===== src/verilog/rx_ctrl_pkg.sv =====
// package: register map, field layout and counts of the receiver control port
// assumes one 100 MHz system clock; host bus pins are synchronous to it
package rx_ctrl_pkg;

    // =========================================================================
    // register offsets
    localparam logic [3:0] TUNING_WORD_BYTE0_OFS      = 4'h0;
    localparam logic [3:0] TUNING_WORD_BYTE1_OFS      = 4'h1;
    localparam logic [3:0] TUNING_WORD_BYTE2_OFS      = 4'h2;
    localparam logic [3:0] TUNING_WORD_BYTE3_OFS      = 4'h3;
    localparam logic [3:0] SYNC_AND_ACCUM_CONTROL_OFS = 4'h4;
    localparam logic [3:0] DECIMATION_FACTOR_LOW_OFS  = 4'h8;
    localparam logic [3:0] DECIMATION_FACTOR_HIGH_OFS = 4'h9;
    localparam logic [3:0] SAMPLE_STATUS_OFS          = 4'ha;
    localparam logic [3:0] DIAG_CHECKSUM_OFS          = 4'hb;
    localparam logic [3:0] INPHASE_SAMPLE_LOW_OFS     = 4'hc;
    localparam logic [3:0] INPHASE_SAMPLE_HIGH_OFS    = 4'hd;
    localparam logic [3:0] QUADRATURE_SAMPLE_LOW_OFS  = 4'he;
    localparam logic [3:0] QUADRATURE_SAMPLE_HIGH_OFS = 4'hf;

    // =========================================================================
    // sync_and_accum_control fields
    localparam int SYNC_SRC_BIT    = 0;  // 0 external sync, 1 internal counter
    localparam int SYNC_ALIGN_BIT  = 1;  // 1 counter restarts on external sync
    localparam int SYNC_SHORT_BIT  = 2;  // 1 short test period
    localparam int LOAD_MODE_LSB   = 3;  // two bits
    localparam int CLR_ON_SYS_BIT  = 5;
    localparam int CLR_ON_ACC_BIT  = 6;
    localparam int LOAD_NOW_BIT    = 7;  // self clearing

    // sample_status fields
    localparam int READY_BIT       = 0;
    localparam int MISSED_BIT      = 1;

    // =========================================================================
    // widths and counts
    localparam int TUNE_W          = 28;
    localparam int PHASE_ADDR_W    = 13;
    localparam int TRIG_W          = 12;
    localparam int SAMPLE_W        = 12;
    localparam int OUT_W           = 16;
    localparam int MIX_W           = 24;
    localparam int SYNC_CNT_W      = 20;
    localparam logic [19:0] SYNC_SHORT_CYCLES = 20'h0_0100;
    localparam logic [15:0] DECIM_MIN         = 16'h0010;
    localparam logic [15:0] DECIM_MAX         = 16'h4000;
    localparam logic [7:0]  CTRL_RESET        = 8'h00;

    typedef enum logic [1:0] {
        LOAD_ALWAYS  = 2'b00,
        LOAD_ON_BIT  = 2'b01,
        LOAD_ON_ACC  = 2'b10,
        LOAD_ON_SYS  = 2'b11
    } load_mode_t;

endpackage


===== src/verilog/nco_sincos.sv =====
// sine and cosine generator addressed by the top phase bits
// assumes the phase address is registered upstream; one cycle of latency
`timescale 1ns/10ps
module nco_sincos
    import rx_ctrl_pkg::*;
(
    input  wire logic                                  ref_clk,
    input  wire logic                                  rstn,
    input  wire logic [rx_ctrl_pkg::PHASE_ADDR_W-1:0]  phase,
    output logic signed [rx_ctrl_pkg::TRIG_W-1:0]      sine,
    output logic signed [rx_ctrl_pkg::TRIG_W-1:0]      cosine
);
    import rx_ctrl_pkg::*;

    typedef struct packed {
        logic signed [TRIG_W-1:0] sine;
        logic signed [TRIG_W-1:0] cosine;
    } sc_state_t;

    sc_state_t state;
    sc_state_t next_state;

    // =========================================================================
    // quarter wave fold, then 1.5x - 0.5x^3; a cubic keeps area tiny
    // at the cost of roughly two percent of shape error
    function automatic logic signed [TRIG_W-1:0] wave(input logic [PHASE_ADDR_W-1:0] p);
        logic [10:0] x;
        logic [21:0] x2;
        logic [21:0] x3;
        logic [12:0] y;
        logic [10:0] mag;
        x   = p[11] ? ~p[10:0] : p[10:0];
        x2  = x * x;
        x3  = x2[21:11] * x;
        y   = (13'(x) * 13'd3 - 13'(x3[21:11])) >> 1;
        mag = (y > 13'h07ff) ? 11'h7ff : y[10:0];
        wave = p[12] ? -$signed({1'b0, mag}) : $signed({1'b0, mag});
    endfunction

    always_comb begin
        next_state.sine   = wave(phase);
        next_state.cosine = wave(phase + 13'h0800);
    end

    always_ff @(posedge ref_clk or negedge rstn) begin
        if (!rstn) begin
            state <= '0;
        end else begin
            state <= next_state;
        end
    end

    assign sine   = state.sine;
    assign cosine = state.cosine;

endmodule // nco_sincos


===== src/verilog/receiver_control_port_and_tuner.sv =====
// control port, sync generator, tuning oscillator and mixer of the receiver
// assumes host pins are synchronous to ref_clk; filter and formatter sit outside
`timescale 1ns/10ps
module receiver_control_port_and_tuner
    import rx_ctrl_pkg::*;
#(
    parameter logic [19:0] SYNC_LONG_CYCLES = 20'hf_ffff  // period minus one
)
(
    input  wire logic                                 ref_clk,
    input  wire logic                                 rstn,
    input  wire logic                                 cs_n,
    input  wire logic                                 rd_wr,
    input  wire logic [3:0]                           addr,
    input  wire logic [7:0]                           data_in,
    output logic      [7:0]                           data_out,
    output logic                                      data_oe,
    input  wire logic                                 sys_sync_n,
    input  wire logic                                 accum_sync_n,
    input  wire logic                                 real_format,
    input  wire logic [7:0]                           checksum,
    input  wire logic signed [rx_ctrl_pkg::SAMPLE_W-1:0] sample_in,
    input  wire logic                                 filt_valid,
    input  wire logic [rx_ctrl_pkg::OUT_W-1:0]        filt_i,
    input  wire logic [rx_ctrl_pkg::OUT_W-1:0]        filt_q,
    output logic signed [rx_ctrl_pkg::MIX_W-1:0]      mix_i,
    output logic signed [rx_ctrl_pkg::MIX_W-1:0]      mix_q,
    output logic                                      decim_strobe,
    output logic                                      sync_strobe,
    output logic                                      sample_irq
);
    import rx_ctrl_pkg::*;

    // =========================================================================
    // state
    typedef struct packed {
        logic                         cs_s1;
        logic                         cs_s2;
        logic                         cs_prev;
        logic                         sys_prev;
        logic                         acc_prev;
        logic [7:0]                   tw0;
        logic [7:0]                   tw1;
        logic [7:0]                   tw2;
        logic [7:0]                   tw3;
        logic [7:0]                   ctrl;
        logic [7:0]                   dec_lo;
        logic [7:0]                   dec_hi;
        logic                         ready;
        logic                         missed;
        logic                         odd_phase;
        logic [OUT_W-1:0]             i_smp;
        logic [OUT_W-1:0]             q_smp;
        logic [TUNE_W-1:0]            tuning_word;
        logic [TUNE_W-1:0]            accum;
        logic [SYNC_CNT_W-1:0]        sync_cnt;
        logic [15:0]                  dec_cnt;
        logic [7:0]                   data_out;
        logic                         data_oe;
        logic signed [MIX_W-1:0]      mix_i;
        logic signed [MIX_W-1:0]      mix_q;
        logic                         decim_strobe;
        logic                         sync_strobe;
        logic                         sample_irq;
    } port_state_t;

    port_state_t state;
    port_state_t next_state;

    logic signed [TRIG_W-1:0] sine;
    logic signed [TRIG_W-1:0] cosine;

    // =========================================================================
    // helpers
    function automatic logic [15:0] decim_limit(input logic [15:0] d);
        if (d < DECIM_MIN) begin
            decim_limit = DECIM_MIN;
        end else if (d > DECIM_MAX) begin
            decim_limit = DECIM_MAX;
        end else begin
            decim_limit = d;
        end
    endfunction

    function automatic logic [7:0] reg_read(input port_state_t s, input logic [3:0] a,
                                            input logic [7:0] sum);
        case (a)
            TUNING_WORD_BYTE0_OFS:      reg_read = s.tw0;
            TUNING_WORD_BYTE1_OFS:      reg_read = s.tw1;
            TUNING_WORD_BYTE2_OFS:      reg_read = s.tw2;
            TUNING_WORD_BYTE3_OFS:      reg_read = s.tw3;
            SYNC_AND_ACCUM_CONTROL_OFS: reg_read = s.ctrl;
            DECIMATION_FACTOR_LOW_OFS:  reg_read = s.dec_lo;
            DECIMATION_FACTOR_HIGH_OFS: reg_read = s.dec_hi;
            SAMPLE_STATUS_OFS:          reg_read = {6'h00, s.missed, s.ready};
            DIAG_CHECKSUM_OFS:          reg_read = sum;
            INPHASE_SAMPLE_LOW_OFS:     reg_read = s.i_smp[7:0];
            INPHASE_SAMPLE_HIGH_OFS:    reg_read = s.i_smp[15:8];
            QUADRATURE_SAMPLE_LOW_OFS:  reg_read = s.q_smp[7:0];
            QUADRATURE_SAMPLE_HIGH_OFS: reg_read = s.q_smp[15:8];
            default:                    reg_read = 8'h00;
        endcase
    endfunction

    // =========================================================================
    // oscillator trig lookup
    nco_sincos u_sincos (
        .ref_clk (ref_clk),
        .rstn    (rstn),
        .phase   (state.accum[TUNE_W-1 -: PHASE_ADDR_W]),
        .sine    (sine),
        .cosine  (cosine)
    );

    // =========================================================================
    // next state
    always_comb begin
        logic             cs_fall;
        logic             wr_evt;
        logic             rd_last;
        logic             sys_evt;
        logic             acc_evt;
        logic             sync_evt;
        logic             term;
        logic             load;
        logic             clr;
        logic             new_smp;
        logic [19:0]      period;
        logic [15:0]      dec_lim;
        logic [TUNE_W-1:0] tune_word;
        load_mode_t       mode;

        next_state = state;
        cs_fall    = 1'b0;
        wr_evt     = 1'b0;
        rd_last    = 1'b0;
        sys_evt    = 1'b0;
        acc_evt    = 1'b0;
        sync_evt   = 1'b0;
        term       = 1'b0;
        load       = 1'b0;
        clr        = 1'b0;
        new_smp    = 1'b0;
        period     = 20'h0_0000;
        dec_lim    = 16'h0000;
        tune_word  = '0;
        mode       = LOAD_ALWAYS;

        // strobe passes two flops before the write and read-clear logic acts on it; the read drive takes the raw pin
        next_state.cs_s1   = cs_n;
        next_state.cs_s2   = state.cs_s1;
        next_state.cs_prev = state.cs_s2;
        cs_fall = state.cs_prev & ~state.cs_s2;
        wr_evt  = cs_fall & ~rd_wr;
        rd_last = cs_fall & rd_wr & (addr == QUADRATURE_SAMPLE_HIGH_OFS);

        // pins are sampled on the rising clock edge
        next_state.sys_prev = sys_sync_n;
        next_state.acc_prev = accum_sync_n;
        sys_evt = state.sys_prev & ~sys_sync_n;
        acc_evt = state.acc_prev & ~accum_sync_n;

        // load strobe is single shot
        next_state.ctrl[LOAD_NOW_BIT] = 1'b0;

        if (wr_evt) begin
            case (addr)
                TUNING_WORD_BYTE0_OFS:      next_state.tw0    = data_in;
                TUNING_WORD_BYTE1_OFS:      next_state.tw1    = data_in;
                TUNING_WORD_BYTE2_OFS:      next_state.tw2    = data_in;
                TUNING_WORD_BYTE3_OFS:      next_state.tw3    = data_in;
                SYNC_AND_ACCUM_CONTROL_OFS: next_state.ctrl   = data_in;
                DECIMATION_FACTOR_LOW_OFS:  next_state.dec_lo = data_in;
                DECIMATION_FACTOR_HIGH_OFS: next_state.dec_hi = data_in;
                default:                    next_state.ctrl[LOAD_NOW_BIT] = 1'b0;
            endcase
        end

        // sync generator
        period = state.ctrl[SYNC_SHORT_BIT] ? SYNC_SHORT_CYCLES - 20'h0_0001
                                            : SYNC_LONG_CYCLES;
        // a shortened period must not wait for the counter to wrap
        term = (state.sync_cnt >= period);
        if (term | (state.ctrl[SYNC_ALIGN_BIT] & sys_evt)) begin
            next_state.sync_cnt = '0;
        end else begin
            next_state.sync_cnt = state.sync_cnt + 20'h0_0001;
        end
        // the host keeps internal resync to power-of-two factors
        sync_evt = state.ctrl[SYNC_SRC_BIT] ? term : sys_evt;
        next_state.sync_strobe = sync_evt;

        // frequency register
        tune_word = {state.tw3[3:0], state.tw2, state.tw1, state.tw0};
        mode = load_mode_t'(state.ctrl[LOAD_MODE_LSB +: 2]);
        case (mode)
            LOAD_ALWAYS: load = 1'b1;
            LOAD_ON_BIT: load = state.ctrl[LOAD_NOW_BIT];
            LOAD_ON_ACC: load = acc_evt;
            LOAD_ON_SYS: load = sync_evt;
            default:     load = 1'b0;
        endcase
        if (load) begin
            next_state.tuning_word = tune_word;
        end

        // accumulator free runs unless a selected sync clears it
        clr = (state.ctrl[CLR_ON_SYS_BIT] & sync_evt)
            | (state.ctrl[CLR_ON_ACC_BIT] & acc_evt);
        next_state.accum = clr ? '0 : state.accum + state.tuning_word;

        // mixer
        next_state.mix_i = MIX_W'(sample_in * cosine);
        next_state.mix_q = MIX_W'(-(sample_in * sine));

        // decimation timing; sync restarts the count so the filter lines up
        dec_lim = decim_limit({state.dec_hi, state.dec_lo});
        if (sync_evt | (state.dec_cnt >= dec_lim - 16'h0001)) begin
            next_state.dec_cnt = 16'h0000;
        end else begin
            next_state.dec_cnt = state.dec_cnt + 16'h0001;
        end
        next_state.decim_strobe = ~sync_evt & (state.dec_cnt >= dec_lim - 16'h0001);

        // sample capture
        new_smp = 1'b0;
        if (sync_evt) begin
            next_state.odd_phase = 1'b0;
        end
        if (filt_valid) begin
            if (real_format) begin
                if (state.odd_phase) begin
                    next_state.q_smp = filt_i;
                    new_smp = 1'b1;
                end else begin
                    next_state.i_smp = filt_i;
                end
                next_state.odd_phase = ~state.odd_phase;
            end else begin
                next_state.i_smp = filt_i;
                next_state.q_smp = filt_q;
                new_smp = 1'b1;
            end
        end

        // status flags: a new sample beats a clear in the same cycle
        if (rd_last | (wr_evt & (addr == SAMPLE_STATUS_OFS) & data_in[READY_BIT])) begin
            next_state.ready = 1'b0;
        end
        if (wr_evt & (addr == SAMPLE_STATUS_OFS) & data_in[MISSED_BIT]) begin
            next_state.missed = 1'b0;
        end
        if (new_smp) begin
            next_state.ready = 1'b1;
            if (state.ready & ~rd_last) begin
                next_state.missed = 1'b1;
            end
        end
        next_state.sample_irq = next_state.ready;

        // read drive; lags the pins by one clock each way
        next_state.data_oe  = ~cs_n & rd_wr;
        next_state.data_out = (~cs_n & rd_wr) ? reg_read(state, addr, checksum) : 8'h00;
    end

    // =========================================================================
    // registers
    always_ff @(posedge ref_clk or negedge rstn) begin
        if (!rstn) begin
            state          <= '0;
            state.cs_s1    <= 1'b1;
            state.cs_s2    <= 1'b1;
            state.cs_prev  <= 1'b1;
            state.sys_prev <= 1'b1;
            state.acc_prev <= 1'b1;
            state.ctrl     <= CTRL_RESET;
        end else begin
            state <= next_state;
        end
    end

    assign data_out     = state.data_out;
    assign data_oe      = state.data_oe;
    assign mix_i        = state.mix_i;
    assign mix_q        = state.mix_q;
    assign decim_strobe = state.decim_strobe;
    assign sync_strobe  = state.sync_strobe;
    assign sample_irq   = state.sample_irq;

endmodule // receiver_control_port_and_tuner


===== config.mk =====
export PLATFORM = sky130hd
export DESIGN_NAME = receiver_control_port_and_tuner
export DESIGN_NICKNAME = d
export VERILOG_FILES = /design/src/verilog/rx_ctrl_pkg.sv /design/src/verilog/nco_sincos.sv /design/src/verilog/receiver_control_port_and_tuner.sv
export SDC_FILE = /design/constraint.sdc
export NUM_CORES = 2
export LEC_CHECK = 0
export ABC_AREA = 1
export BUFFER_PORTS_ARGS = -buffer_cell sky130_fd_sc_hd__buf_4
export CAP_MARGIN = 10
export CORE_MARGIN = 5
export CORE_UTILIZATION = 30
export DETAILED_ROUTE_END_ITERATION = 6
export SYNTH_ARGS = -nofsm -noshare
export SYNTH_HDL_FRONTEND = slang
export SYNTH_SLANG_ARGS = --single-unit

===== constraint.sdc =====
create_clock -name ref_clk -period 12.2 [get_ports ref_clk]
set_clock_uncertainty 0.15 [all_clocks]
set_input_delay 1.22 -clock ref_clk [delete_from_list [all_inputs] [get_ports ref_clk]]
set_output_delay 1.22 -clock ref_clk [all_outputs]
set_load 0.05 [all_outputs]

==> flow_summary_export.csv <==
group,metric,value,unit
routing,routedWlPerCell,14.5,µm
routing,vias_per_cell,4.57,
layout,num-fill-cells,13600,
layout,layout-drive-gt1-share,15.7,%
cts,cts_hold_buf,0,
grt,antenna_found_initial,0,
worst_setup_path,end_kind,"flip-flop",
worst_setup_path,worst_setup_path_start_kind,"flip-flop",
floorplan,die_x,376,µm
worst_setup_path,timing.critical_path.from,"state[122]",
worst_setup_path,r2r_setup_slack,0.10,ns
place,globalplace.congestion,0.863,
yosys,yosysUniqueCellTypes,53,
grt,grt_usage,14.3,%
cts,cts_root_buf,"clkbuf_16",
sta,period_share,99.2,%
place,hpwl,81400,µm
floorplan,die_area,0.141,mm²
sta,setup_viol,0,
yosys,async_flop_share,100,%
cts,tritoncts,"yes",
yosys,netlist_instances,4950,
routing,antenna_left,0,
place,place_ws,-0.252,ns
layout,fin_util,35.6,%
yosys,syn-cell-area,0.0401,mm²
place,dpl_cell_area,0.0446,mm²
worst_setup_path,arrival,12.46,ns
sta,fmax,82.7,MHz
yosys,ys_seq_area_share,16.9,%
yosys,synth-seq-cells,271,
grt,grt_pass1_vias,33700,
worst_setup_path,setup.worst_path.end,"u_sincos.cosine[8]",
yosys,synth_ff_type,"dfrtp_1",
worst_setup_path,critical_path.top_delay_family,"adder cells",
yosys,postSynthAreaPerCell,8.11,µm²
worst_hold_path,hold_class,"reg2reg",
cts,cts.path.max_buffers,3,
worst_setup_path,regToRegStartpoint,"state[122]",
yosys,yosys.area.top_type,"fa_1",
worst_setup_path,rr_worst_depth,67,
yosys,synth_top_area_share,28.6,%
worst_setup_path,path_class,"reg2reg",
floorplan,start_util,30.1,%
routing,wl,102000,µm
routing,first_iter_violations,1645,
floorplan,fp.dieH,376,µm
yosys,yosys_warnings,0,
layout,ff_latch_area,0.00679,mm²
layout,final_cells,7014,
layout,mostFrequentLayoutCells,"inv_1, nand2_1, fa_1, nor2_1, buf_4",
worst_setup_path,path_depth,67,
cts,clkTransAtPathRegs,0.07,ns
yosys,syn_nets,6022,
grt,grt_max_degree,181,
worst_setup_path,timing.rr.end,"u_sincos.cosine[8]",
floorplan,rows,134,
sta,drv_slew,0,
layout,layout_commonest_cell,"inv_1",
routing,vias,32100,
layout,nets,6294,
routing,first_pass_iters,6,
sta,layout_min_cycle_time,12.10,ns
worst_setup_path,crit_path_max_fanout,6,
floorplan,fp.coreArea,0.133,mm²
worst_setup_path,crit_path_max_incr_delay,0.56,ns
sta,hold_viol,0,
cts,cts_made_buffers,29,
place,post-place-cells,6918,
floorplan,ios,132,
layout,final_area,0.0475,mm²
flow_run,maxCapViolCount,0,
sta,tightest_slew,1.06,ns
cts,htree_levels,1,
layout,area_delta_synth_final,18.2,%
routing,drc,0,
run_status,outcome,"completed",
worst_setup_path,slowest_stage,"fa_1",
place,port_buffers,131,
grt,grt_overflow_total,0,
grt,grt_pass1_wl,169000,µm
cts,clock-sinks,271,
sta,rsz0062_at_grt,"true",
sta,relSlewSlack,29.4,%
sta,timing.final.ws_setup,0.101,ns
cts,clkLatencyLatePin,0.62,ns
layout,multi_input_area,0.0298,mm²
worst_setup_path,cp_common_cell,"fa_1",
worst_setup_path,cp_data_required_time,12.56,ns
worst_hold_path,worstHoldStart,"next_state[246]",
worst_setup_path,crit_buf_inv,18,
yosys,synth_edf_count,0,
yosys,synth_area_leaders,"fa_1, dfrtp_1, ha_1, inv_1, nand2_1",
## metal layers
metal / up-vias / global-route usage (%) / part of all wire [%]
met5: - / 0 / 0
met4: 0 / 3.29 / 2.8
met3: 147 / 1.94 / 4.4
met2: 615 / 24.9 / 49
met1: 15700 / 18.9 / 44
li1: 15600 / - / -
## synth_stat cells, types with 8 or more instances
| cell type | number |
|---|---|
| o21ai_0 | 198 |
| nand3_1 | 111 |
| dfrtp_1 | 266 |
| buf_4 | 56 |
| or2_2 | 31 |
| a31oi_1 | 16 |
| clkbuf_1 | 120 |
| nor4_1 | 15 |
| a21oi_1 | 183 |
| buf_1 | 8 |
| ha_1 | 427 |
| fa_1 | 573 |
| nand3b_1 | 8 |
| nand2_1 | 965 |
| a221oi_1 | 20 |
| o211ai_1 | 28 |
| inv_1 | 1069 |
| nor2_1 | 463 |
| nand4_1 | 57 |
| buf_2 | 10 |
| xor2_1 | 99 |
| xnor2_1 | 80 |
| nor3_1 | 41 |
## worst min-delay path by stage
stage	endpoint	cells after the start
5_1_grt	next_state[245]	0
3_3_place_gp	next_state[245]	0
3_5_place_dp	next_state[245]	0
2_1_floorplan	next_state[245]	0
6_report	next_state[245]	0
4_1_cts	next_state[245]	0
## sequential cells by signal (all words and copies together) (netlist names)
signal	cells
next_state	2
data_out	8
decim_strobe	1
u_sincos.sine	12
state	185
sample_irq	1
mix_i	24
u_sincos.cosine	12
data_oe	1
sync_strobe	1
mix_q	24
## area by class of cell
| type | instances | share of cell area (%) |
|---|---|---|
| inverter | 1078 | 8.60 |
| timing repair buffer | 435 | 7.34 |
| antenna | 1 | 0.00527 |
| sequential | 271 | 14.3 |
| multi-input combinational | 3407 | 62.8 |
| tap | 1768 | 4.66 |
| clock buffer | 38 | 1.73 |
| clock inverter | 16 | 0.546 |
## timing repair
| item | 4_1_cts | 5_1_grt |
|---|---|---|
| cloned | 0 | 1 |
| pin swaps | 8 | 184 |
| gates resized for setup | 19 | 326 |
| setup endpoints to repair | 13 | 24 |
| buffers inserted | 1 | 42 |
## metrics by stage
stage | TNS (ns) | hold WS [ns]
3_3_place_gp | -0.0234 | 0.196
3_5_place_dp | -1.62 | 0.197
4_1_cts | -0.0130 | 0.206
2_1_floorplan | 0 | 0.195
5_1_grt | -4.95 | 0.214
6_report | 0 | 0.205
## kinds of logic (layout without fill, tap and decap cells)
family | count (synthesis) | count (layout) | share of synthesized area, %
fa+ha+maj | 1000 | 1000 | 41.9
flops | 271 | 271 | 16.9
compound gates | 505 | 505 | 7.14
simple gates | 1716 | 1716 | 17.4
xor+xnor | 185 | 185 | 4.18
buf+inv | 1272 | 1567 | 12.4
other cells | 1 | 2 | 0.00934
Power is not shown: default switching activity piles up to over one toggle a cycle in this logic, so the estimate is an artifact.
